## src/lkw_pkg.sv

```systemverilog
// shared constants and types of the lookahead word adder
package lkw_pkg;

	localparam int LKW_NPOS   = 39;
	localparam int LKW_NGRP   = 7;
	localparam int LKW_DATA_W = 35;
	localparam int LKW_WORD_W = 36;
	localparam int LKW_ACC_W  = 37;
	localparam int LKW_SC_W   = 8;

	// position index, low order first: 35..9 at 0..26, then guards, 8..1, P, Q
	localparam int LKW_IDX_B9    = 26;
	localparam int LKW_IDX_GLO   = 27;
	localparam int LKW_IDX_GHI   = 28;
	localparam int LKW_IDX_B8    = 29;
	localparam int LKW_IDX_B1    = 36;
	localparam int LKW_IDX_OVF_P = 37;
	localparam int LKW_IDX_OVF_Q = 38;

	// group placement; the sixth group instance starts above float_guard_high
	localparam int LKW_GRP_LO [LKW_NGRP] = '{0, 5, 10, 16, 22, 29, 33};
	localparam int LKW_GRP_N  [LKW_NGRP] = '{5, 5, 6, 6, 6, 4, 6};
	localparam int LKW_GRP_GUARD = 5;

	// clock rate and settle budget of the combinational path
	localparam int LKW_CLK_MHZ   = 25;
	localparam int LKW_CLK_NS    = 1000 / LKW_CLK_MHZ;
	localparam int LKW_SETTLE_NS = 40;
	localparam int LKW_SETTLE_CYC = (LKW_SETTLE_NS + LKW_CLK_NS - 1) / LKW_CLK_NS;

	localparam logic [LKW_ACC_W-1:0]  LKW_ACC_RST  = 37'h0;
	localparam logic [LKW_WORD_W-1:0] LKW_WORD_RST = 36'h0;
	localparam logic [LKW_SC_W-1:0]   LKW_SC_RST   = 8'h0;

	typedef enum logic [2:0] {
		LKW_DST_NONE,
		LKW_DST_ACC,
		LKW_DST_MQ,
		LKW_DST_MEM,
		LKW_DST_SC
	} lkw_dst_t;

	typedef struct packed {
		logic     gate_mem;
		logic     comp_mem;
		logic     gate_acc;
		logic     comp_acc;
		logic     carry_in;
		logic     float_op;
		logic     sign_in;
		lkw_dst_t dst;
	} lkw_ctl_t;

	typedef struct packed {
		logic                  valid;
		logic [LKW_WORD_W-1:0] data;
	} lkw_load_t;

	typedef struct packed {
		logic q_carry;
		logic overflow;
	} lkw_flags_t;

endpackage

```

## src/lkw_group.sv

```systemverilog
// one lookahead group of adder positions
`timescale 1ns/1ps
module lkw_group
	import lkw_pkg::*;
#(
	parameter int N       = 5,
	parameter bit XOR_TOP = 1'b0
) (
	input  wire logic [N-1:0] a,
	input  wire logic [N-1:0] b,
	input  wire logic         cin,
	output logic      [N-1:0] sum,
	output logic      [N-1:0] cvec,
	output logic      [N-1:0] gvec,
	output logic      [N-1:0] pvec,
	output logic              any_gen,
	output logic              gen_or_prop,
	output logic              grp_gen
);

	// elaboration check: the flat carry terms are sized for small groups only
	generate
		if (N < 2 || N > 8) begin : g_bad_n
			$error("lkw_group: N out of range");
		end
	endgenerate

	logic [N-1:0] p;
	logic [N-1:0] g;
	logic [N-1:0] x;
	logic [N-1:0] xn;

	genvar i;
	generate
		for (i = 0; i < N; i++) begin : g_pos
			assign p[i]  = a[i] | b[i];
			assign g[i]  = a[i] & b[i];
			assign x[i]  = p[i] & ~g[i];
			assign xn[i] = ~x[i];
			assign sum[i] = (x[i] & ~cvec[i]) | (xn[i] & cvec[i]);
		end
	endgenerate

	assign gvec = g;
	assign pvec = p;

	// every carry is a flat sum of products of lower positions and cin
	always_comb begin
		logic t;
		logic c;
		t = 1'b0;
		c = 1'b0;
		for (int k = 0; k < N; k++) begin
			c = cin;
			for (int m = 0; m < k; m++) begin
				c = c & ((XOR_TOP && k == N - 1) ? x[m] : p[m]);
			end
			for (int j = 0; j < k; j++) begin
				t = g[j];
				for (int m = j + 1; m < k; m++) begin
					t = t & ((XOR_TOP && k == N - 1) ? x[m] : p[m]);
				end
				c = c | t;
			end
			cvec[k] = c;
		end
	end

	// group terms: any generate, generate or propagate, internal generate
	always_comb begin
		logic t;
		t = 1'b0;
		any_gen     = |g;
		gen_or_prop = &p;
		grp_gen     = 1'b0;
		for (int j = 0; j < N; j++) begin
			t = g[j];
			for (int m = j + 1; m < N; m++) begin
				t = t & p[m];
			end
			grp_gen = grp_gen | t;
			if (j >= 1) begin
				gen_or_prop = gen_or_prop | t;
			end
		end
	end

endmodule

```

## src/lkw_adder.sv

```systemverilog
// lookahead word adder with operand gating and destination registers
// Overview of operation
// - adder has 39 positions: two overflow, data 1-35, two float guards
// - two positions above bit 1 catch overflow of arithmetic or logic
// - guard positions between bits 8 and 9 add only in float operations
// - each position takes memory and accumulator bits, true or complemented
// - sum goes to accumulator, mq, memory word or shift count per operation
// - propagate is set when either operand bit is one
// - generate is set when both operand bits are one
// - exclusive-or is set when exactly one bit is one; complement also formed
// - sum is xor without carry, or not-xor with carry
// - carry into bit 34 is generate 35 or propagate 35 with carry in
// - carry into bit 31 uses xor terms instead of propagate terms
// - bit 30 takes its carry only from group lookahead
// - carries inside a group come straight from operands and group carry
// - seven groups: 35-31,30-26,25-20,19-14,13-9P,9Q+8-5,4-1+P+Q
// - upper guard feeds the lookahead terms of the sixth group
// - each group carry is decided from all lower groups at once
// - group one carries out on internal generate or carry in propagated
// - groups two to seven give any-generate and generate-or-propagate
`timescale 1ns/1ps
module lkw_adder
	import lkw_pkg::*;
(
	input  wire logic                  clk,
	input  wire logic                  nrst,
	input  wire lkw_ctl_t              ctl,
	input  wire lkw_load_t             mem_load,
	output logic      [LKW_ACC_W-1:0]  arith_holding_reg,
	output logic      [LKW_WORD_W-1:0] mult_quot_reg,
	output logic      [LKW_WORD_W-1:0] memory_word_reg,
	output logic      [LKW_SC_W-1:0]   shift_count_reg,
	output lkw_flags_t                 flags_reg
);

	logic rst_meta_reg;
	logic rst_n_sync;

	always_ff @(posedge clk or negedge nrst) begin
		if (!nrst) begin
			rst_meta_reg <= 1'b0;
			rst_n_sync   <= 1'b0;
		end else begin
			rst_meta_reg <= 1'b1;
			rst_n_sync   <= rst_meta_reg;
		end
	end

	// operand position vectors, low order first
	logic [LKW_NPOS-1:0] mem_pos;
	logic [LKW_NPOS-1:0] acc_pos;
	logic [LKW_NPOS-1:0] op_a;
	logic [LKW_NPOS-1:0] op_b;
	logic [LKW_NPOS-1:0] sum;
	logic [LKW_NPOS-1:0] cin_pos;

	function automatic logic [LKW_NPOS-1:0] to_pos(
		input logic [1:0]            ovf,
		input logic [LKW_DATA_W-1:0] data
	);
		logic [LKW_NPOS-1:0] v;
		v = '0;
		v[LKW_IDX_B9:0]            = data[LKW_IDX_B9:0];
		v[LKW_IDX_B1:LKW_IDX_B8]   = data[LKW_DATA_W-1:LKW_IDX_B9+1];
		v[LKW_IDX_OVF_Q:LKW_IDX_OVF_P] = ovf;
		return v;
	endfunction

	function automatic logic [LKW_DATA_W-1:0] data_of(input logic [LKW_NPOS-1:0] v);
		return {v[LKW_IDX_B1:LKW_IDX_B8], v[LKW_IDX_B9:0]};
	endfunction

	assign mem_pos = to_pos(2'b00, memory_word_reg[LKW_DATA_W-1:0]);
	assign acc_pos = to_pos(arith_holding_reg[LKW_ACC_W-1:LKW_DATA_W],
		arith_holding_reg[LKW_DATA_W-1:0]);

	// operand gating; outside float the guards are held at pure propagate
	always_comb begin
		op_a = ctl.gate_mem ? (ctl.comp_mem ? ~mem_pos : mem_pos) : '0;
		op_b = ctl.gate_acc ? (ctl.comp_acc ? ~acc_pos : acc_pos) : '0;
		if (!ctl.float_op) begin
			op_a[LKW_IDX_GHI:LKW_IDX_GLO] = 2'b11;
			op_b[LKW_IDX_GHI:LKW_IDX_GLO] = 2'b00;
		end
	end

	logic [LKW_NGRP-1:0] any_gen;
	logic [LKW_NGRP-1:0] gen_or_prop;
	logic [LKW_NGRP-1:0] grp_gen;
	logic [LKW_NGRP-1:0] grp_cin;
	logic [LKW_NGRP-1:0] inst_cin;
	logic [LKW_NGRP-1:0] gen_t;
	logic [LKW_NGRP-1:0] prop_t;
	logic [LKW_NGRP:0]   grp_carry;
	logic [LKW_NPOS-1:0] gvec;
	logic [LKW_NPOS-1:0] pvec;

	// float_guard_high stands outside the groups
	logic ghi_p;
	logic ghi_g;
	logic ghi_x;

	assign ghi_p = op_a[LKW_IDX_GHI] | op_b[LKW_IDX_GHI];
	assign ghi_g = op_a[LKW_IDX_GHI] & op_b[LKW_IDX_GHI];
	assign ghi_x = ghi_p & ~ghi_g;
	assign cin_pos[LKW_IDX_GHI] = grp_cin[LKW_GRP_GUARD];
	assign sum[LKW_IDX_GHI] = ghi_x ^ grp_cin[LKW_GRP_GUARD];
	assign gvec[LKW_IDX_GHI] = ghi_g;
	assign pvec[LKW_IDX_GHI] = ghi_p;

	genvar gi;
	generate
		for (gi = 0; gi < LKW_NGRP; gi++) begin : g_grp
			localparam int LO = LKW_GRP_LO[gi];
			localparam int NN = LKW_GRP_N[gi];
			lkw_group #(
				.N       (NN),
				.XOR_TOP (gi == 0)
			) u_grp (
				.a           (op_a[LO+NN-1:LO]),
				.b           (op_b[LO+NN-1:LO]),
				.cin         (inst_cin[gi]),
				.sum         (sum[LO+NN-1:LO]),
				.cvec        (cin_pos[LO+NN-1:LO]),
				.gvec        (gvec[LO+NN-1:LO]),
				.pvec        (pvec[LO+NN-1:LO]),
				.any_gen     (any_gen[gi]),
				.gen_or_prop (gen_or_prop[gi]),
				.grp_gen     (grp_gen[gi])
			);
			if (gi == LKW_GRP_GUARD) begin : g_ghi
				assign inst_cin[gi] = ghi_g | (ghi_p & grp_cin[gi]);
				assign gen_t[gi]  = (any_gen[gi] | ghi_g) & gen_or_prop[gi];
				assign prop_t[gi] = gen_or_prop[gi] & ghi_p;
			end else if (gi == 0) begin : g_first
				assign inst_cin[gi] = grp_cin[gi];
				assign gen_t[gi]  = grp_gen[gi] | (ctl.carry_in & &pvec[4:0]);
				assign prop_t[gi] = 1'b0;
			end else begin : g_rest
				assign inst_cin[gi] = grp_cin[gi];
				assign gen_t[gi]  = any_gen[gi] & gen_or_prop[gi];
				assign prop_t[gi] = gen_or_prop[gi];
			end
		end
	endgenerate

	// carry into every group from all lower group terms at once
	function automatic logic [LKW_NGRP:0] grp_lookahead(
		input logic                cin,
		input logic [LKW_NGRP-1:0] gen,
		input logic [LKW_NGRP-1:0] prop
	);
		logic [LKW_NGRP:0] c;
		logic t;
		c = '0;
		t = 1'b0;
		c[0] = cin;
		for (int k = 1; k <= LKW_NGRP; k++) begin
			for (int j = 0; j < k; j++) begin
				t = gen[j];
				for (int m = j + 1; m < k; m++) begin
					t = t & prop[m];
				end
				c[k] = c[k] | t;
			end
		end
		return c;
	endfunction

	assign grp_carry = grp_lookahead(ctl.carry_in, gen_t, prop_t);
	assign grp_cin   = grp_carry[LKW_NGRP-1:0];

	// capture of the settled sum by the selected destination
	logic [LKW_DATA_W-1:0] sum_data;

	assign sum_data = data_of(sum);

	always_ff @(posedge clk or negedge rst_n_sync) begin
		if (!rst_n_sync) begin
			arith_holding_reg <= LKW_ACC_RST;
		end else if (ctl.dst == LKW_DST_ACC) begin
			arith_holding_reg <= {sum[LKW_IDX_OVF_Q:LKW_IDX_OVF_P], sum_data};
		end
	end

	always_ff @(posedge clk or negedge rst_n_sync) begin
		if (!rst_n_sync) begin
			mult_quot_reg <= LKW_WORD_RST;
		end else if (ctl.dst == LKW_DST_MQ) begin
			mult_quot_reg <= {ctl.sign_in, sum_data};
		end
	end

	always_ff @(posedge clk or negedge rst_n_sync) begin
		if (!rst_n_sync) begin
			memory_word_reg <= LKW_WORD_RST;
		end else if (mem_load.valid) begin
			memory_word_reg <= mem_load.data;
		end else if (ctl.dst == LKW_DST_MEM) begin
			memory_word_reg <= {ctl.sign_in, sum_data};
		end
	end

	always_ff @(posedge clk or negedge rst_n_sync) begin
		if (!rst_n_sync) begin
			shift_count_reg <= LKW_SC_RST;
		end else if (ctl.dst == LKW_DST_SC) begin
			shift_count_reg <= sum[LKW_IDX_B1:LKW_IDX_B8];
		end
	end

	always_ff @(posedge clk or negedge rst_n_sync) begin
		if (!rst_n_sync) begin
			flags_reg <= '0;
		end else if (ctl.dst != LKW_DST_NONE) begin
			flags_reg.q_carry  <= grp_carry[LKW_NGRP];
			flags_reg.overflow <= sum[LKW_IDX_OVF_Q] | sum[LKW_IDX_OVF_P];
		end
	end

	// reference sum over the non-guard positions
	logic [LKW_ACC_W-1:0] ref_a;
	logic [LKW_ACC_W-1:0] ref_b;
	logic [LKW_ACC_W:0]   ref_sum;
	logic [LKW_ACC_W-1:0] sum_ng;
	logic [5:0]           ref_g1;
	logic [4:0]           ref_c31;
	logic [5:0]           ref_g2;

	assign ref_a   = {op_a[LKW_IDX_OVF_Q:LKW_IDX_B8], op_a[LKW_IDX_B9:0]};
	assign ref_b   = {op_b[LKW_IDX_OVF_Q:LKW_IDX_B8], op_b[LKW_IDX_B9:0]};
	assign ref_sum = {1'b0, ref_a} + {1'b0, ref_b} + {{LKW_ACC_W{1'b0}}, ctl.carry_in};
	assign sum_ng  = {sum[LKW_IDX_OVF_Q:LKW_IDX_B8], sum[LKW_IDX_B9:0]};
	assign ref_g1  = {1'b0, op_a[4:0]} + {1'b0, op_b[4:0]} + {5'h0, ctl.carry_in};
	assign ref_c31 = {1'b0, op_a[3:0]} + {1'b0, op_b[3:0]} + {4'h0, ctl.carry_in};
	assign ref_g2  = {1'b0, op_a[9:5]} + {1'b0, op_b[9:5]};

	AST_REF_SUM: assert property (@(posedge clk) disable iff (!rst_n_sync)
		!ctl.float_op |-> sum_ng == ref_sum[LKW_ACC_W-1:0]
			&& grp_carry[LKW_NGRP] == ref_sum[LKW_ACC_W])
		else $error("sum differs from reference");

	AST_GUARD_PASS: assert property (@(posedge clk) disable iff (!rst_n_sync)
		!ctl.float_op |-> cin_pos[LKW_IDX_B8] == cin_pos[LKW_IDX_GLO])
		else $error("guards disturb carry outside float");

	AST_PROP_GEN: assert property (@(posedge clk) disable iff (!rst_n_sync)
		pvec == (op_a | op_b) && gvec == (op_a & op_b))
		else $error("propagate or generate wrong");

	AST_C34: assert property (@(posedge clk) disable iff (!rst_n_sync)
		cin_pos[1] == (gvec[0] | (pvec[0] & ctl.carry_in)))
		else $error("carry into bit 34 wrong");

	AST_C31: assert property (@(posedge clk) disable iff (!rst_n_sync)
		cin_pos[4] == ref_c31[4])
		else $error("carry into bit 31 wrong");

	AST_C30: assert property (@(posedge clk) disable iff (!rst_n_sync)
		cin_pos[LKW_GRP_LO[1]] == ref_g1[5])
		else $error("carry into bit 30 wrong");

	AST_G1_OUT: assert property (@(posedge clk) disable iff (!rst_n_sync)
		grp_cin[1] == ref_g1[5])
		else $error("group one carry wrong");

	AST_G2_GEN: assert property (@(posedge clk) disable iff (!rst_n_sync)
		(any_gen[1] & gen_or_prop[1]) == ref_g2[5])
		else $error("group two generate terms wrong");

	AST_SUM_BIT: assert property (@(posedge clk) disable iff (!rst_n_sync)
		sum[0] == ((op_a[0] ^ op_b[0]) ^ ctl.carry_in))
		else $error("sum bit 35 wrong");

	AST_DEST_ACC: assert property (@(posedge clk) disable iff (!rst_n_sync)
		ctl.dst == LKW_DST_ACC |=> arith_holding_reg
			== $past({sum[LKW_IDX_OVF_Q:LKW_IDX_OVF_P], sum_data}))
		else $error("accumulator did not take sum");

	AST_DEST_SC: assert property (@(posedge clk) disable iff (!rst_n_sync)
		ctl.dst == LKW_DST_SC |=> shift_count_reg == $past(sum[LKW_IDX_B1:LKW_IDX_B8]))
		else $error("shift count did not take sum");

	AST_HOLD: assert property (@(posedge clk) disable iff (!rst_n_sync)
		ctl.dst == LKW_DST_NONE && !mem_load.valid |=> $stable(arith_holding_reg)
			&& $stable(mult_quot_reg) && $stable(memory_word_reg)
			&& $stable(shift_count_reg))
		else $error("register changed with no destination");

	AST_OVF_FLAG: assert property (@(posedge clk) disable iff (!rst_n_sync)
		ctl.dst == LKW_DST_ACC |=> flags_reg.overflow
			== (|arith_holding_reg[LKW_ACC_W-1:LKW_DATA_W]))
		else $error("overflow flag disagrees with accumulator");

	CVR_FLOAT: cover property (@(posedge clk) disable iff (!rst_n_sync)
		ctl.float_op && ctl.dst == LKW_DST_ACC);
	CVR_QCARRY: cover property (@(posedge clk) disable iff (!rst_n_sync)
		grp_carry[LKW_NGRP] && ctl.dst != LKW_DST_NONE);
	CVR_LONG_CARRY: cover property (@(posedge clk) disable iff (!rst_n_sync)
		ctl.carry_in && &pvec[LKW_IDX_B1:0] && !(|gvec));
	CVR_MEM_SC: cover property (@(posedge clk) disable iff (!rst_n_sync)
		ctl.dst == LKW_DST_MEM ##2 ctl.dst == LKW_DST_SC);

endmodule

```

## config.mk

```make
export PLATFORM = sky130hd
export DESIGN_NAME = lkw_adder
export DESIGN_NICKNAME = d
export VERILOG_FILES = /design/src/lkw_pkg.sv /design/src/lkw_group.sv /design/src/lkw_adder.sv
export SDC_FILE = /design/constraint.sdc
export NUM_CORES = 1
export LEC_CHECK = 0
export CORE_MARGIN = 2
export CORE_UTILIZATION = 46
export CTS_CLUSTER_DIAMETER = 50
export DETAILED_ROUTE_END_ITERATION = 10
export DONT_BUFFER_PORTS = 1
export PLACE_DENSITY_LB_ADDON = 0.05
export SYNTH_ARGS = -nofsm -noshare
export SYNTH_HDL_FRONTEND = slang
export SYNTH_SLANG_ARGS = --single-unit
```

## constraint.sdc

```tcl
create_clock -name clk -period 3.5 [get_ports clk]
set_clock_uncertainty 0.15 [all_clocks]
set_input_delay 0.175 -clock clk [delete_from_list [all_inputs] [get_ports clk]]
set_output_delay 0.175 -clock clk [all_outputs]
set_load 0.05 [all_outputs]
```

# == Yosys cells after proc, flatten, opt, wreduce, memory -nomap -nowiden ==
# Cells that the tools add are included.
# Widths: inputs -> output; s select.
# op_classes
n_eq_ne,4
mux,8
bitwise,624
n_reduce_logical,15
# op_table
op,count
$and 1x1->1,298
$or 1x1->1,213
$mux 39,4
$not 1->1,111
$mux 36,2
$not 37->39,1
$not 39->39,1
$reduce_and 6->1,4
$reduce_or 6->1,4
$reduce_and 5->1,2
$eq 3x2->1 const B,2
$reduce_or 5->1,1
$mux 2,2
$reduce_and 4->1,1
$reduce_or 4->1,1
$eq 3x1->1 const B,1
$eq 3x3->1 const B,1
$reduce_bool 3->1,1
$reduce_bool 2->1,1
# word_totals
reg_bits,121
input_bits,49
wordCells,659

# == Logic depth before layout (Yosys ltp) ==
# Gate-level depths: netlist (run 1).
# depth
depth_word,37
mapped_depth,18
mapped_depth_nobuf,16

# == Modules after synthesis ==
# Synthesis (run 1) repeated with hierarchy kept, for this count alone.
# hier_totals
cells_unflattened,978
hier_area_um2,9598.0
# modules_own_cells
mod,n_inst,cells_per_inst,area_each_um2,seq_area_each_um2
lkw_adder,1,531,6468.7,3027.9
lkw_group (g_grp[2].u_grp ...),4,73,504.2,0.0
lkw_group (g_grp[0].u_grp),1,55,407.9,0.0
lkw_group (g_grp[1].u_grp),1,57,389.1,0.0
lkw_group (g_grp[5].u_grp),1,43,315.3,0.0

# == Least setup slack after synthesis (run 1) ==
# Ideal clock, no wire load.
# synth_path
path_type,input to register
from,in ctl[6] (netlist bit)
to,reg memory_word_reg[32]
t_arrival_ns,3.666
path_slack_ns,-0.450
cell_stages,16
path_buffers,2
cell_sequence,buf_1 -> buf_1 -> xor2_1 -> nand2_1 -> ha_1 -> or3_1 -> o221ai_2 -> nor3_2 -> o21a_2 -> a21oi_2 -> o21ai_0 -> fa_1 -> xor2_1 -> nor2_1 -> a21oi_1 -> o21ai_0
# synth_via
elab_chain_cells,29
word_cells_on_any_way,199
# synth_rtl
element,line_no,text
"start, declared",lkw_adder.sv:27,"input wire lkw_ctl_t ctl,"
$mux 39 * (2 in series),lkw_adder.sv:80,op_b = ctl.gate_acc ? (ctl.comp_acc ? ~acc_pos : acc_pos) : '0;
$and 1x1->1 or $or 1x1->1 (tied branches),"lkw_group.sv:37, lkw_group.sv:36",
$and 1x1->1 (4 in series),lkw_group.sv:79,t = t & p[m];
$or 1x1->1 (4 in series),lkw_group.sv:81,grp_gen = grp_gen | t;
$or 1x1->1,lkw_adder.sv:137,assign gen_t[gi] = grp_gen[gi] | (ctl.carry_in & &pvec[4:0]);
$and 1x1->1 (5 in series),lkw_adder.sv:162,t = t & prop[m];
$or 1x1->1 (5 in series),lkw_adder.sv:164,c[k] = c[k] | t;
$and 1x1->1,lkw_group.sv:56,c = c & ((XOR_TOP && k == N - 1) ? x[m] : p[m]);
$or 1x1->1,lkw_group.sv:63,c = c | t;
$not 1->1,lkw_group.sv:40,assign sum[i] = (x[i] & ~cvec[i]) | (xn[i] & cvec[i]);
$and 1x1->1,lkw_group.sv:40,
$or 1x1->1 *,lkw_group.sv:40,
$mux 36 *,lkw_adder.sv:199,end else if (ctl.dst == LKW_DST_MEM) begin
$mux 36 *,lkw_adder.sv:197,end else if (mem_load.valid) begin
"end signal, assigned",lkw_adder.sv:198,memory_word_reg <= mem_load.data;
"end signal, assigned",lkw_adder.sv:200,"memory_word_reg <= {ctl.sign_in, sum_data};"
"end, declared",lkw_adder.sv:31,"output logic [LKW_WORD_W-1:0] memory_word_reg,"
# Mark *: on every way between the ends. The rest lies on a longest branch, timed or not. The select of a mux whose other input is x is not followed.
# A chain may end at the register's enable or synchronous reset.

# == Worst setup path after layout (run 1) ==
# layout_path
from,reg memory_word_reg[18]
to,reg memory_word_reg[33]
# layout_via
elab_chain_cells,30
word_cells_on_any_way,46
# layout_rtl
element,line_no,text
$not 37->39,lkw_adder.sv:79,op_a = ctl.gate_mem ? (ctl.comp_mem ? ~mem_pos : mem_pos) : '0;
$mux 39 * (2 in series),lkw_adder.sv:79,
$or 1x1->1,lkw_group.sv:36,assign p[i] = a[i] | b[i];
$and 1x1->1 (4 in series),lkw_group.sv:79,
$or 1x1->1 (5 in series),lkw_group.sv:83,gen_or_prop = gen_or_prop | t;
$and 1x1->1 (3 in series),lkw_adder.sv:162,
$or 1x1->1 (2 in series),lkw_adder.sv:164,
$or 1x1->1 * (3 in series),lkw_adder.sv:164,
$and 1x1->1 * (2 in series),lkw_group.sv:56,
$or 1x1->1 * (2 in series),lkw_group.sv:63,
$not 1->1,lkw_group.sv:40,
$and 1x1->1,lkw_group.sv:40,
$or 1x1->1 *,lkw_group.sv:40,
$mux 36 *,lkw_adder.sv:199,
$mux 36 *,lkw_adder.sv:197,
# Marks and branches as above.

==> results of run 1 <==
[synthesized netlist by cell type, types with 3 or more instances]
cell / number
sky130_fd_sc_hd__a21oi_1: 41
sky130_fd_sc_hd__a31oi_1: 6
sky130_fd_sc_hd__and2_1: 27
sky130_fd_sc_hd__and3b_1: 3
sky130_fd_sc_hd__buf_1: 12
sky130_fd_sc_hd__clkbuf_1: 31
sky130_fd_sc_hd__dfrtp_1: 121
sky130_fd_sc_hd__fa_1: 7
sky130_fd_sc_hd__ha_1: 75
sky130_fd_sc_hd__inv_1: 97
sky130_fd_sc_hd__mux2_2: 23
sky130_fd_sc_hd__mux2i_1: 6
sky130_fd_sc_hd__nand2_1: 155
sky130_fd_sc_hd__nand2b_1: 3
sky130_fd_sc_hd__nor2_1: 43
sky130_fd_sc_hd__nor3_1: 10
sky130_fd_sc_hd__o211ai_1: 3
sky130_fd_sc_hd__o21ai_0: 112
sky130_fd_sc_hd__o21bai_1: 7
sky130_fd_sc_hd__o31ai_1: 8
sky130_fd_sc_hd__or3_1: 6
sky130_fd_sc_hd__xnor2_1: 15
sky130_fd_sc_hd__xor2_1: 84
[cell families (layout without fill, tap and decap cells)]
logic type | Yosys count | after routing | share of synthesized area [%]
AND/OR/NAND/NOR | 258 | 258 | 13.9
multiplexers | 29 | 29 | 3.94
other | 1 | 1 | 0.0463
XOR/XNOR | 100 | 100 | 10.9
AO/OA/AOI/OAI | 194 | 194 | 13.8
buffers and inverters | 143 | 270 | 6.69
flip-flops | 121 | 121 | 37.4
adder cells (fa/ha/maj) | 82 | 82 | 13.3
[stage by stage]
stage / instances / utilization, % / hold slack, ns / setup TNS (ns)
after floorplan: 928 / - / -0.271 / -0.0563
after global placement: 1188 / 51.2 / -0.271 / 0
after detailed placement: 1188 / 51.2 / -0.271 / -0.0112
after CTS: 1273 / 57.5 / 0.00133 / 0
after global routing: 1280 / 58.5 / 0.0152 / -0.167
final: 1280 / 58.5 / 0.00584 / 0
[cell type report]
| class | instances | area [um2] |
|---|---|---|
| repair buffers | 140 | 1200 |
| well taps | 225 | 282 |
| clock inverters | 15 | 116 |
| flip-flops and latches | 121 | 3040 |
| multi-input cells | 664 | 4660 |
| inverters | 98 | 368 |
| clock buffers | 17 | 425 |
| fillers | 1549 | 7150 |
[repair_timing]
action,CTS,global route
endpoints found under the hold margin,42,0
setup buffers,1,7
endpoints found under the setup margin,4,32
hold buffers,52,0
pin swaps,1,19
resized for setup,1,30
[worst max-delay path, delay by kind of cell (launching register included)]
family                     cells  cell delay [ns]
xor gates and xnor gates       2             0.30
AOI/OAI and AO/OA              4             0.61
adders and majority gates      1             0.18
and+or+nand+nor                3             0.89
muxes                          1             0.26
DFF                            1             0.40
buffers and inverters          3             0.49
[path summary, 6_finish.rpt]
| path | start | endpoint | slack [ns] | cells after the start |
|---|---|---|---|---|
| max in group asynchronous | rst_n_sync$_DFF_PN0_ | memory_word_reg[21]$_DFFE_PN0P_ | 1.99 | 1 |
| max reg2reg | memory_word_reg[18]$_DFFE_PN0P_ | memory_word_reg[33]$_DFFE_PN0P_ | 0.1 | 14 |
| min | mem_load[36] | memory_word_reg[32]$_DFFE_PN0P_ | 0.006 | 2 |
| min in group asynchronous | rst_n_sync$_DFF_PN0_ | arith_holding_reg[29]$_DFFE_PN0N_ | 0.22 | 0 |
| min reg2reg | rst_meta_reg$_DFF_PN0_ | rst_n_sync$_DFF_PN0_ | 0.20 | 0 |
| max | memory_word_reg[18]$_DFFE_PN0P_ | memory_word_reg[33]$_DFFE_PN0P_ | 0.1 | 14 |
[power breakdown]
group	switching (W)	internal [W]	leakage, nW	total [W]
Clock	0.000726	0.000916	0.261	0.00164
Combinational	0.00188	0.00115	3.33	0.00304
Sequential	0.00124	0.00182	1.50	0.00306
Total	0.00385	0.00389	5.08	0.00773
[layout by cell type (no fill, tap or decap), types with 9 or more instances in the layout]
cell type                       count
sky130_fd_sc_hd__and2_1            26
sky130_fd_sc_hd__inv_1             97
sky130_fd_sc_hd__nand2_1          154
sky130_fd_sc_hd__nor2_1            42
sky130_fd_sc_hd__dlygate4sd3_1     51
sky130_fd_sc_hd__ha_1              70
sky130_fd_sc_hd__nor3_1             9
sky130_fd_sc_hd__mux2_2            23
sky130_fd_sc_hd__a21oi_1           40
sky130_fd_sc_hd__dfrtp_1          114
sky130_fd_sc_hd__xnor2_1           12
sky130_fd_sc_hd__clkbuf_16         17
sky130_fd_sc_hd__xor2_1            83
sky130_fd_sc_hd__buf_4             88
sky130_fd_sc_hd__o21ai_0          108
[routing by layer]
layer | vias up | global-route usage (%) | wire, um
met5 | - | 0 | 0
met4 | 0 | 5.61 | 178
met3 | 14 | 6.85 | 1340
met2 | 133 | 38.1 | 9860
met1 | 3091 | 30.0 | 9620
li1 | 3224 | - | -
==> results.md, run 1 <==
- The congestion estimate from routability-driven global placement came to around 0.8.
- The region available for standard cell placement spans about 17000 um2.
- The synthesized netlist net count is approximately 1100.
- The top flip-flop cell by instance count after synthesis is sky130_fd_sc_hd__dfrtp_1.
- The maximum ir drop on the vdd rail is approximately 0.44 mV.
- The worst setup slack after placement is -0.00565 ns.
- The area of all placed cells without fillers is a little over 10000 um2.
- Summed over all cells, the static leakage comes to 5.08 nW.
- The warning count from the yosys run is 0.
- The global router's overall resource usage is 23.2%.
- The register with the most flip-flops in the layout has 37 of them.
- The worst setup path is captured at a flip-flop.
- The signal on the critical path passes through xor2_1 > and2_1 > ha_2 > or4_1 > nor3_2 > buf_4 > o21a_4 > a21oi_2 > buf_4 > a311oi_4 > buf_4 > xor2_2 > o21ai_1 > mux2_2.
- The number of diodes is 0.
- The power after layout is a little under 0.008 W.
- The number of enable-type register cells in the synthesized netlist is 0.
- The total CTS buffers is 17.
- The final critical-path required period is 3.40 ns.
- The fmax is around 290 MHz.
- The critical path arrival is 3.56 ns.
- The cell at the root of the clock tree is sky130_fd_sc_hd__clkbuf_16.
- The total of max-cap violations is 0.
- The clock latency reported for the late side of the worst-skew pair is around 0.42 ns.
- Once detailed placement completed, the half-perimeter wirelength came to approximately 15 mm.
- The routed layout has around 6500 vias.
- The number of global-route vias before repair is between 6000 and 7000.
- TritonCTS built the clock tree.
- The floorplan has 48 rows.
- After detailed routing, the average wire length per cell comes to roughly 16 um.
- The area growth from synthesis to layout is 24.5%.
- The path category of the worst min-delay check is in2reg.
- The TritonCTS sink count is around 120.
- The cell type contributing the most total cell area after synthesis is sky130_fd_sc_hd__dfrtp_1.
- The synthesized instance count is approximately 930.
- The count of final hold-check violations is 0.
- Of all nets on the critical path, the largest fanout is 3.
- The mapped netlist covers between 8000 and 9000 um2.
- The final setup slack of the worst path is about 0.096 ns.
- For the worst setup path, the data required time is ~3.7 ns.
- Port buffering added 0 buffers.
- The floorplan step defined a die boundary enclosing approximately 19000 um2.
- The share of post-route cells with drive strength above 1 is approximately 18%.
- The maximum level of the CTS H-tree is 4.
- The flow ran to the end, and the final reports show no timing, DRC or antenna violations.
- The register area share after synthesis is between 30% and 40%.
- The largest single stage delay on the critical path is ~0.53 ns.
- The cell with the largest stage delay on the worst path is sky130_fd_sc_hd__or4_1.
- Measured along the x axis, the die boundary spans approximately 140 um.
- The die height is ~140 um.
- For this run, the detailed router's first-pass iteration total came to 4.
- The worst setup path is launched from a flip-flop.
- The maximum count of clock buffers along a single path is 2.
- The starting density of the core is a little under half.
- Measured against its own limit, the worst slew margin works out to a little over a third.
- In the post-synthesis netlist, the biggest area contributors are sky130_fd_sc_hd__dfrtp_1 37%, sky130_fd_sc_hd__ha_1 12%, sky130_fd_sc_hd__xor2_1 9.1%, sky130_fd_sc_hd__nand2_1 7.2%, sky130_fd_sc_hd__o21ai_0 6.9%.
- Wires add up to 21.0 mm.
- The top-level I/O count is about 170.
- The power per standard cell area is about 770 nW/um2.
- The CTS clock-pin slew for the worst setup and hold paths is around 0.06 ns.
- Counting flops and latches in the post-synthesis netlist gives between 100 and 150.
- The instance area after placement is between 8000 and 9000 um2.
- The async set-or-reset flop fraction in the synthesized netlist is 100%.
- Of the available clock period, the critical path in the final layout requires a little over nine tenths.
- The slew at the pin closest to its max-slew limit is roughly 1 ns.
- The library cell appearing most often on the critical path is sky130_fd_sc_hd__buf_4.
- The number of setup violations in the final report is 0.
- The first global-routing pass estimated 33.8 mm of wire.
- At the end of the flow, the number of nets in the layout was around 1200.
- The initial antenna violation count is 0.
- The kind of critical path is reg2reg.
- For this run, design rule violations remaining after detail routing come to 0.
- The number of design-rule violations left by the first detailed-router iteration is 225.
- The count of final max-slew check failures is 0.
- After synthesis, the netlist uses slightly above 50 different library cells.
- After detailed routing, the number of vias per cell comes to 5.05.
- The number of routed nets with antenna violations is 0.
- The maximum number of pins on one net before global-route repair is 66.
- The mean cell area of the mapped netlist is 8.73 um2.
- The portion of synthesized cell area occupied by the leading cell type is 37.4%.
- The remaining global-route overflow is 0.
Note: power is estimated with default switching activity, not from simulation.
==> run 2, diff against run 1 <==
--- a/config.mk
+++ b/config.mk
@@ -5,12 +5,14 @@
 export SDC_FILE = /design/constraint.sdc
 export NUM_CORES = 1
 export LEC_CHECK = 0
+export CAP_MARGIN = 40
 export CORE_MARGIN = 2
-export CORE_UTILIZATION = 46
+export CORE_UTILIZATION = 43
 export CTS_CLUSTER_DIAMETER = 50
 export DETAILED_ROUTE_END_ITERATION = 10
 export DONT_BUFFER_PORTS = 1
 export PLACE_DENSITY_LB_ADDON = 0.05
+export RECOVER_POWER = 25
 export SYNTH_ARGS = -nofsm -noshare
 export SYNTH_HDL_FRONTEND = slang
 export SYNTH_SLANG_ARGS = --single-unit
==> run 2 against run 1 <==
  * The run now ends with capacitance limit, slew limit left
  * Clock power rose by 10%
  * Sequential power hardly changed
  * Via count up 1.6%
  * Utilization is 4.0 points lower
  * First-iteration DRC count increased by 24%
  * Flip-flop and latch count unchanged
  * Fmax increased by 0.78%
  * Final cell count grew 1.3%
  * Sequential share of layout area down 0.14 points
  * Count of clock-buffer cells in the layout rose by 1
  * Largest cell class unchanged
==> results.md, run 2 (synthesized netlist as in run 1, its figures left out) <==
- The met3 wire length is between 1 and 1.5 mm.
- Leaving out fill and tap cells, the most frequent cell in the layout is sky130_fd_sc_hd__nand2_1.
- The final critical-path share of the clock period is between 90 and 100%.
- The horizontal die dimension is ~140 um.
- Clock latency on the worst-skew pair, taken at its later pin, is between 0.4 and 0.5 ns.
- The critical path arrival is 3.52 ns.
- Setup violations remaining at the end of the flow were counted as 0.
- The worst hold path was traced through 3 stages.
- The H-tree was split into 4 levels.
- The slew at the pin closest to its max-slew limit is 2.11 ns.
- The starting density of the core is a little over two fifths.
- The number of cells on the worst reg-to-reg path is 14.
- For this run, the detailed router's first-pass iteration total came to 5.
- The path category of the worst min-delay check is in2reg.
- Setup total negative slack on the finished layout was measured at 0 ns.
- The maximum ir drop on the vdd rail is around 0.38 mV.
- Setup repair after global routing could not meet its margin everywhere.
- The run finished, with violations left.
- The count of final max-slew check failures is between 50 and 60.
- Entering global routing, the biggest net connects 70 pins.
- Headroom to the max-slew limit came out at -40.8%.
- The cell at the root of the clock tree is sky130_fd_sc_hd__clkbuf_16.
- The register with the most flip-flops in the layout has 37 of them.
- The power after layout is 0.00782 W.
- The maximum count of clock buffers along a single path is 2.
- The first-pass GRT wire length is 35.4 mm.
- The final reports fail on capacitance limit, slew limit.
- The post-route met1 wirelength is ~9.6 mm.
- Pin placement for this block handled ~170 I/O pins.
- The area growth from synthesis to layout is 25.0%.
- The detail route stage leaves a number of antenna-violating nets equal to 0.
- The endpoint of the worst hold-timing path is memory_word_reg[3]$_DFFE_PN0P_.
- The count of final hold-check violations was 0.
- The TritonCTS clock tree is built.
- In this run the vertical extent of the chip is approximately 140 um.
- The CTS clock-pin slew for the worst setup and hold paths is about 0.06 ns.
- After the last flow step, the layout net total stands at approximately 1200.
- The initial antenna violation count came to 1.
- The worst setup path is captured at a flip-flop.
- The die covers 20000 um2.
- In the detailed route, the total length drawn on met2 is 10.3 mm.
- In this run, CTS created clock tree buffers numbering 17.
- The detail-routed net length per standard cell is between 15 and 20 um.
- For this run the aggregate overflow at the end of global routing stands at 0.
- STA classifies the critical path startpoint as a flip-flop.
- Derived from the worst setup path, the maximum achievable clock frequency is a little under 300 MHz.
- In this run the register-to-register setup slack is ~0.12 ns.
- In this run the worst path has a maximum fanout of 3.
- The number of buffer cells added on primary ports is 0.
- The TritonCTS sink count is 121.
- The endpoint identified for the worst register-to-register timing path is flags_reg[0]$_DFFE_PN0P_.
- The power per standard cell area is between 700 and 800 nW/um2.
- In this run, the number of DRC markers left after iteration 0 of detailed routing was 280.
- At the worst endpoint, the required time is between 3 and 4 ns.
- The routability-driven placement congestion ratio is about 0.8.
- The total area inside the core boundary comes to approximately 19000 um2.
- The top routing layer in use is met4.
- The via count normalized by instance count is ~5.1.
- Summed over all cells, the static leakage comes to ~5 nW.
- After detailed routing, the total wire length is 21.6 mm.
- Counting the fill cells in the layout gives around 1700.
- After detailed routing, the number of remaining DRC violations is 0.
- The share of post-route cells with drive strength above 1 is 15.0%.
- Row generation in the floorplan step produced 50 rows.
- The HPWL after detailed placement is approximately 15 mm.
- The global router's overall resource usage is 22.4%.
- In the layout the commonest cells are 153 x sky130_fd_sc_hd__nand2_1, 115 x sky130_fd_sc_hd__dfrtp_1, 104 x sky130_fd_sc_hd__o21ai_0.
- Across the run, the number of max-cap violations was 1.
- The kind of critical path is reg2reg.
- The final critical-path required period is between 3 and 4 ns.
- The number of global-route vias before repair was 6860.
- The worst flop-to-flop path startpoint is memory_word_reg[18]$_DFFE_PN0P_.
- The start point of the worst hold path is mem_load[36].
- The total via count in the routed design is roughly 6600.
## run 2: changes by cell type in the layout (fill, tap and decap cells not counted), moves of 2 or more
cell and change:
sky130_fd_sc_hd__buf_4 -34, sky130_fd_sc_hd__clkbuf_1 +33, sky130_fd_sc_hd__dlygate4sd3_1 +5, sky130_fd_sc_hd__o21ai_0 -4, sky130_fd_sc_hd__clkinv_2 -3, sky130_fd_sc_hd__o21ai_1 +3, sky130_fd_sc_hd__bufinv_16 +2, sky130_fd_sc_hd__clkinv_4 -2
sky130_fd_sc_hd__ha_1 -2, sky130_fd_sc_hd__ha_2 +2, sky130_fd_sc_hd__xor2_1 -2, sky130_fd_sc_hd__xor2_2 +2
## run 2: stage by stage
stage	util [%]	cells	setup slack, ns	hold slack, ns	cell area [um2]
floorplan	-	928	-0.0563	-0.271	8120
global placement	47.7	1200	0.0149	-0.271	8870
detailed placement	47.9	1201	-0.0292	-0.271	8900
CTS	54.3	1291	0.0232	0.000707	10100
global route	54.5	1297	-0.0461	0.0419	10100
finish	54.5	1297	0.122	0.00937	10100
## run 2: worst max path at each step
stage	startpoint	endpoint	slack, ns	cells after the start
global placement	memory_word_reg[2]$_DFFE_PN0P_	memory_word_reg[26]$_DFFE_PN0P_	0.01	14
CTS	memory_word_reg[6]$_DFFE_PN0P_	memory_word_reg[32]$_DFFE_PN0P_	0.02	18
detailed placement	memory_word_reg[2]$_DFFE_PN0P_	memory_word_reg[26]$_DFFE_PN0P_	-0.03	14
finish	memory_word_reg[18]$_DFFE_PN0P_	flags_reg[0]$_DFFE_PN0P_	0.12	14
global route	memory_word_reg[2]$_DFFE_PN0P_	memory_word_reg[32]$_DFFE_PN0P_	-0.05	16
floorplan	ctl[6]	memory_word_reg[32]$_DFFE_PN0P_	-0.06	16
## run 2: power breakdown
part	switching, W	leakage (nW)	internal, W
clock network	0.000731	0.281	0.00108
logic	0.00188	3.23	0.00106
registers	0.00124	1.50	0.00182
total	0.00386	5.01	0.00397
## run 2: worst max-delay path, stage by stage, from the launching register on
cell and delay (ns):
sky130_fd_sc_hd__dfrtp_1 0.40, sky130_fd_sc_hd__xor2_1 0.14, sky130_fd_sc_hd__and2_1 0.17, sky130_fd_sc_hd__ha_1 0.21, sky130_fd_sc_hd__or4_1 0.54, sky130_fd_sc_hd__nor3_2 0.12
sky130_fd_sc_hd__buf_4 0.14, sky130_fd_sc_hd__o21a_2 0.16, sky130_fd_sc_hd__a21oi_2 0.07, sky130_fd_sc_hd__buf_6 0.14, sky130_fd_sc_hd__a311oi_4 0.40, sky130_fd_sc_hd__buf_4 0.20
sky130_fd_sc_hd__o211ai_1 0.11, sky130_fd_sc_hd__xnor2_1 0.20, sky130_fd_sc_hd__a31oi_1 0.11
## run 2: metal layers
metal,vias to the layer above,GRT usage [%]
li1,3248,-
met1,3137,28.7
met2,158,37.7
met3,25,5.16
met4,0,7.26
met5,-,0
## run 2: final cells by class
cell class	instances	area, um2	share of cell area, %
repair buffers	147	1180	11.6
multi-input cells	664	4650	45.9
clock inverters	14	160	1.58
flip-flops and latches	121	3040	30.0
well taps	234	293	2.89
diodes	1	2.50	0.0247
inverters	98	368	3.63
clock buffers	18	439	4.34
## run 2: what timing repair did
action                                 in CTS  in global routing
gates resized for setup                     1                 37
buffers inserted                            1                  5
pin swaps                                   1                 11
hold buffers                               57                  0
endpoints found under the hold margin      44                  0
setup endpoints to repair                   3                 37
==> run 3, diff against run 2 <==
--- a/config.mk
+++ b/config.mk
@@ -13,6 +13,7 @@
 export DONT_BUFFER_PORTS = 1
 export PLACE_DENSITY_LB_ADDON = 0.05
 export RECOVER_POWER = 25
+export REMOVE_ABC_BUFFERS = 1
 export SYNTH_ARGS = -nofsm -noshare
 export SYNTH_HDL_FRONTEND = slang
 export SYNTH_SLANG_ARGS = --single-unit
==> run 3 against run 2 <==
  * The run still ends with capacitance limit, slew limit left
  * Final cell count shrank 0.46%
  * Flip-flop and latch count unchanged
  * Critical path depth decreased by 1
==> results.md, run 3 (synthesized netlist as in run 1, its figures left out) <==
- The count of final hold-check violations is 0.
- The required time of the critical path is around 3.7 ns.
- The cell with the largest stage delay on the worst path is sky130_fd_sc_hd__or4_4.
- The HPWL after detailed placement is ~14 mm.
- The first global-routing pass estimated around 35 mm of wire.
- The kind of critical path is reg2reg.
- The number of standard-cell rows in the floorplan is 50.
- After clock tree synthesis, the clock-pin slew on the worst setup and hold paths is roughly 0.06 ns.
- The instance area after placement is approximately 8800 um2.
- The slew at the pin closest to its max-slew limit is roughly 2.3 ns.
- The leakage power is approximately 5 nW.
- The number of global-route vias before repair was 6806.
- The maximum ir drop on the vdd rail is ~0.42 mV.
- The TritonCTS clock tree is built.
- Counting stages on the worst path, the most repeated cell is sky130_fd_sc_hd__buf_6.
- The number of setup violations in the final report is 0.
- The initial antenna violation count is 0.
- Entering global routing, the biggest net connects between 60 and 70 pins.
- The routability-driven placement congestion ratio is 0.782.
- The final route contains about 6500 vias.
- The final reports fail on capacitance limit, slew limit.
- The fill cell instance count of the final layout is between 1500 and 2000.
- The area growth from synthesis to layout is 25.2%.
- Setup repair after global routing could not meet its margin everywhere.
- The top-level I/O count is between 150 and 200.
- The top cell types in the final layout, fill and taps aside, are 154 x sky130_fd_sc_hd__nand2_1, 121 x sky130_fd_sc_hd__dfrtp_1, 108 x sky130_fd_sc_hd__o21ai_0.
- The total area of multi-input combinational cells is 4740 um2.
- Cells fill a little over half of the core in the end.
- The die height is about 140 um.
- The number of buffer cells added on primary ports is 0.
- The first detailed-routing pass took 4 iterations.
- The starting density of the core is 43.6%.
- The critical-path maximum fanout is 4.
- The number of routed nets with antenna violations is 0.
- The final critical-path required period is 3.41 ns.
- The final setup slack of the worst path is around 0.09 ns.
- At the worst endpoint, the arrival time is approximately 3.6 ns.
- The startpoint type of the worst setup path is a flip-flop.
- Walking the worst path, the cells encountered are xor2_1 > and2_1 > ha_1 > or4_4 > nor3_4 > o21a_4 > a21oi_4 > buf_6 > a311oi_4 > buf_6 > xor2_4 > o21ai_1 > mux2_4.
- The die covers between 15000 and 20000 um2.
- The number of diodes is 0.
- The area of all sequential standard cells is just over 3000 um2.
- For this design the ratio of total power to cell area is ~770 nW/um2.
- The fmax is 293 MHz.
- The most common cell after layout, fill and taps aside is sky130_fd_sc_hd__nand2_1.
- Global routing finished with a remaining overflow of 0.
- The detail-routed net length per standard cell is around 17 um.
- The maximum level of the CTS H-tree is 4.
- The global router's overall resource usage is 22.2%.
- In this run the clock root is driven by a sky130_fd_sc_hd__clkbuf_16.
- The number of design-rule violations left by the first detailed-router iteration is a little over 200.
- In the final design database the tool counted 1178 nets.
- In this run the worst hold path is classified as in2reg.
- The total CTS buffers is 17.
- In this run the deepest clock path goes through 2 buffers.
- In the finished design, the share of the clock period the worst path needs comes to 97.4%.
- The share of post-route cells with drive strength above 1 is 14.8%.
- The area of the core region is around 19000 um2.
- The register with the most flip-flops in the layout has 37 of them.
- At the later pin of the worst-skew pair, clock insertion delay measures between 0.4 and 0.5 ns.
- The total DRC errors in the routed layout is 0.
- On the worst path, the slowest cell contributes a delay of roughly 0.56 ns.
- The via count normalized by instance count is ~5.1.
- Max-cap violations in this run came to 2.
- The routed wire length is between 20 and 25 mm.
- The area of all placed cells without fillers is about 10000 um2.
- The endpoint class of the critical path is a flip-flop.
- The tightest slew margin relative to the limit is -56.5%.
- Timing analysis after detailed placement gives a worst setup slack of -0.0132 ns.
- The run finished, with violations left.
- The horizontal die dimension is around 140 um.
- The count of final max-slew check failures is between 100 and 150.
- The clock net in this run drives a total of between 100 and 150 sinks.
## run 3: power breakdown
part | leakage (nW) | total, W | internal, W | switching, W
registers | 1.51 | 0.00306 | 0.00182 | 0.00124
logic | 3.26 | 0.00300 | 0.00111 | 0.00190
clock network | 0.273 | 0.00172 | 0.00109 | 0.000633
## run 3: final timing paths
path / startpoint / endpoint / slack [ns] / depth (start not counted)
worst min register to register: rst_meta_reg$_DFF_PN0_ / rst_n_sync$_DFF_PN0_ / 0.21 / 0
worst min-delay path: mem_load[36] / memory_word_reg[23]$_DFFE_PN0P_ / 0.01 / 3
min in group asynchronous: nrst / rst_meta_reg$_DFF_PN0_ / 0.39 / 2
worst max-delay path: memory_word_reg[18]$_DFFE_PN0P_ / memory_word_reg[33]$_DFFE_PN0P_ / 0.09 / 13
worst max register to register: memory_word_reg[18]$_DFFE_PN0P_ / memory_word_reg[33]$_DFFE_PN0P_ / 0.09 / 13
max in group asynchronous: rst_n_sync$_DFF_PN0_ / memory_word_reg[20]$_DFFE_PN0P_ / 0.99 / 0
## run 3: metal layers
metal | vias to the layer above | wire (um) | GRT usage [%]
li1 | 3244 | - | -
met1 | 3128 | 9240 | 26.1
met2 | 127 | 10800 | 39.7
met3 | 28 | 961 | 5.37
met4 | 0 | 415 | 7.42
met5 | - | 0 | 0
## run 3: worst max-delay path, delay by kind of cell, from the launching register on
kind                     cells  cell delay [ns]
multiplexers                 1             0.29
adder cells (fa/ha/maj)      1             0.22
XOR/XNOR                     2             0.29
buffers and inverters        2             0.30
AND/OR/NAND/NOR              3             0.95
flip-flops                   1             0.38
AO/OA/AOI/OAI                4             0.71
## run 3: layout make-up
type | count | share of cell area (%)
multi-input cells | 664 | 46.7
flip-flops and latches | 121 | 29.9
repair buffers | 145 | 11.3
clock buffers | 21 | 4.64
inverters | 98 | 3.63
well taps | 234 | 2.89
clock inverters | 8 | 0.962
## run 3: what timing repair did
| action | CTS | global route |
|---|---|---|
| gates resized for setup | 1 | 48 |
| hold buffers | 52 | 0 |
| hold endpoints to repair | 43 | 0 |
| endpoints found under the setup margin | 2 | 32 |
| cloned | 0 | 0 |
| setup buffers | 0 | 16 |
| pin swaps | 1 | 24 |
## run 3: per-stage QoR
stage	hold WS (ns)	cells	setup TNS, ns	total power, W
final	0.0144	1291	0	0.00778
after global routing	0.0232	1291	-0.0741	0.00826
after CTS	0.00199	1275	0	0.00771
after detailed placement	-0.271	1194	-0.0132	0.00589
after global placement	-0.271	1194	0	0.00581
after floorplan	-0.271	883	-32.59	0.00506
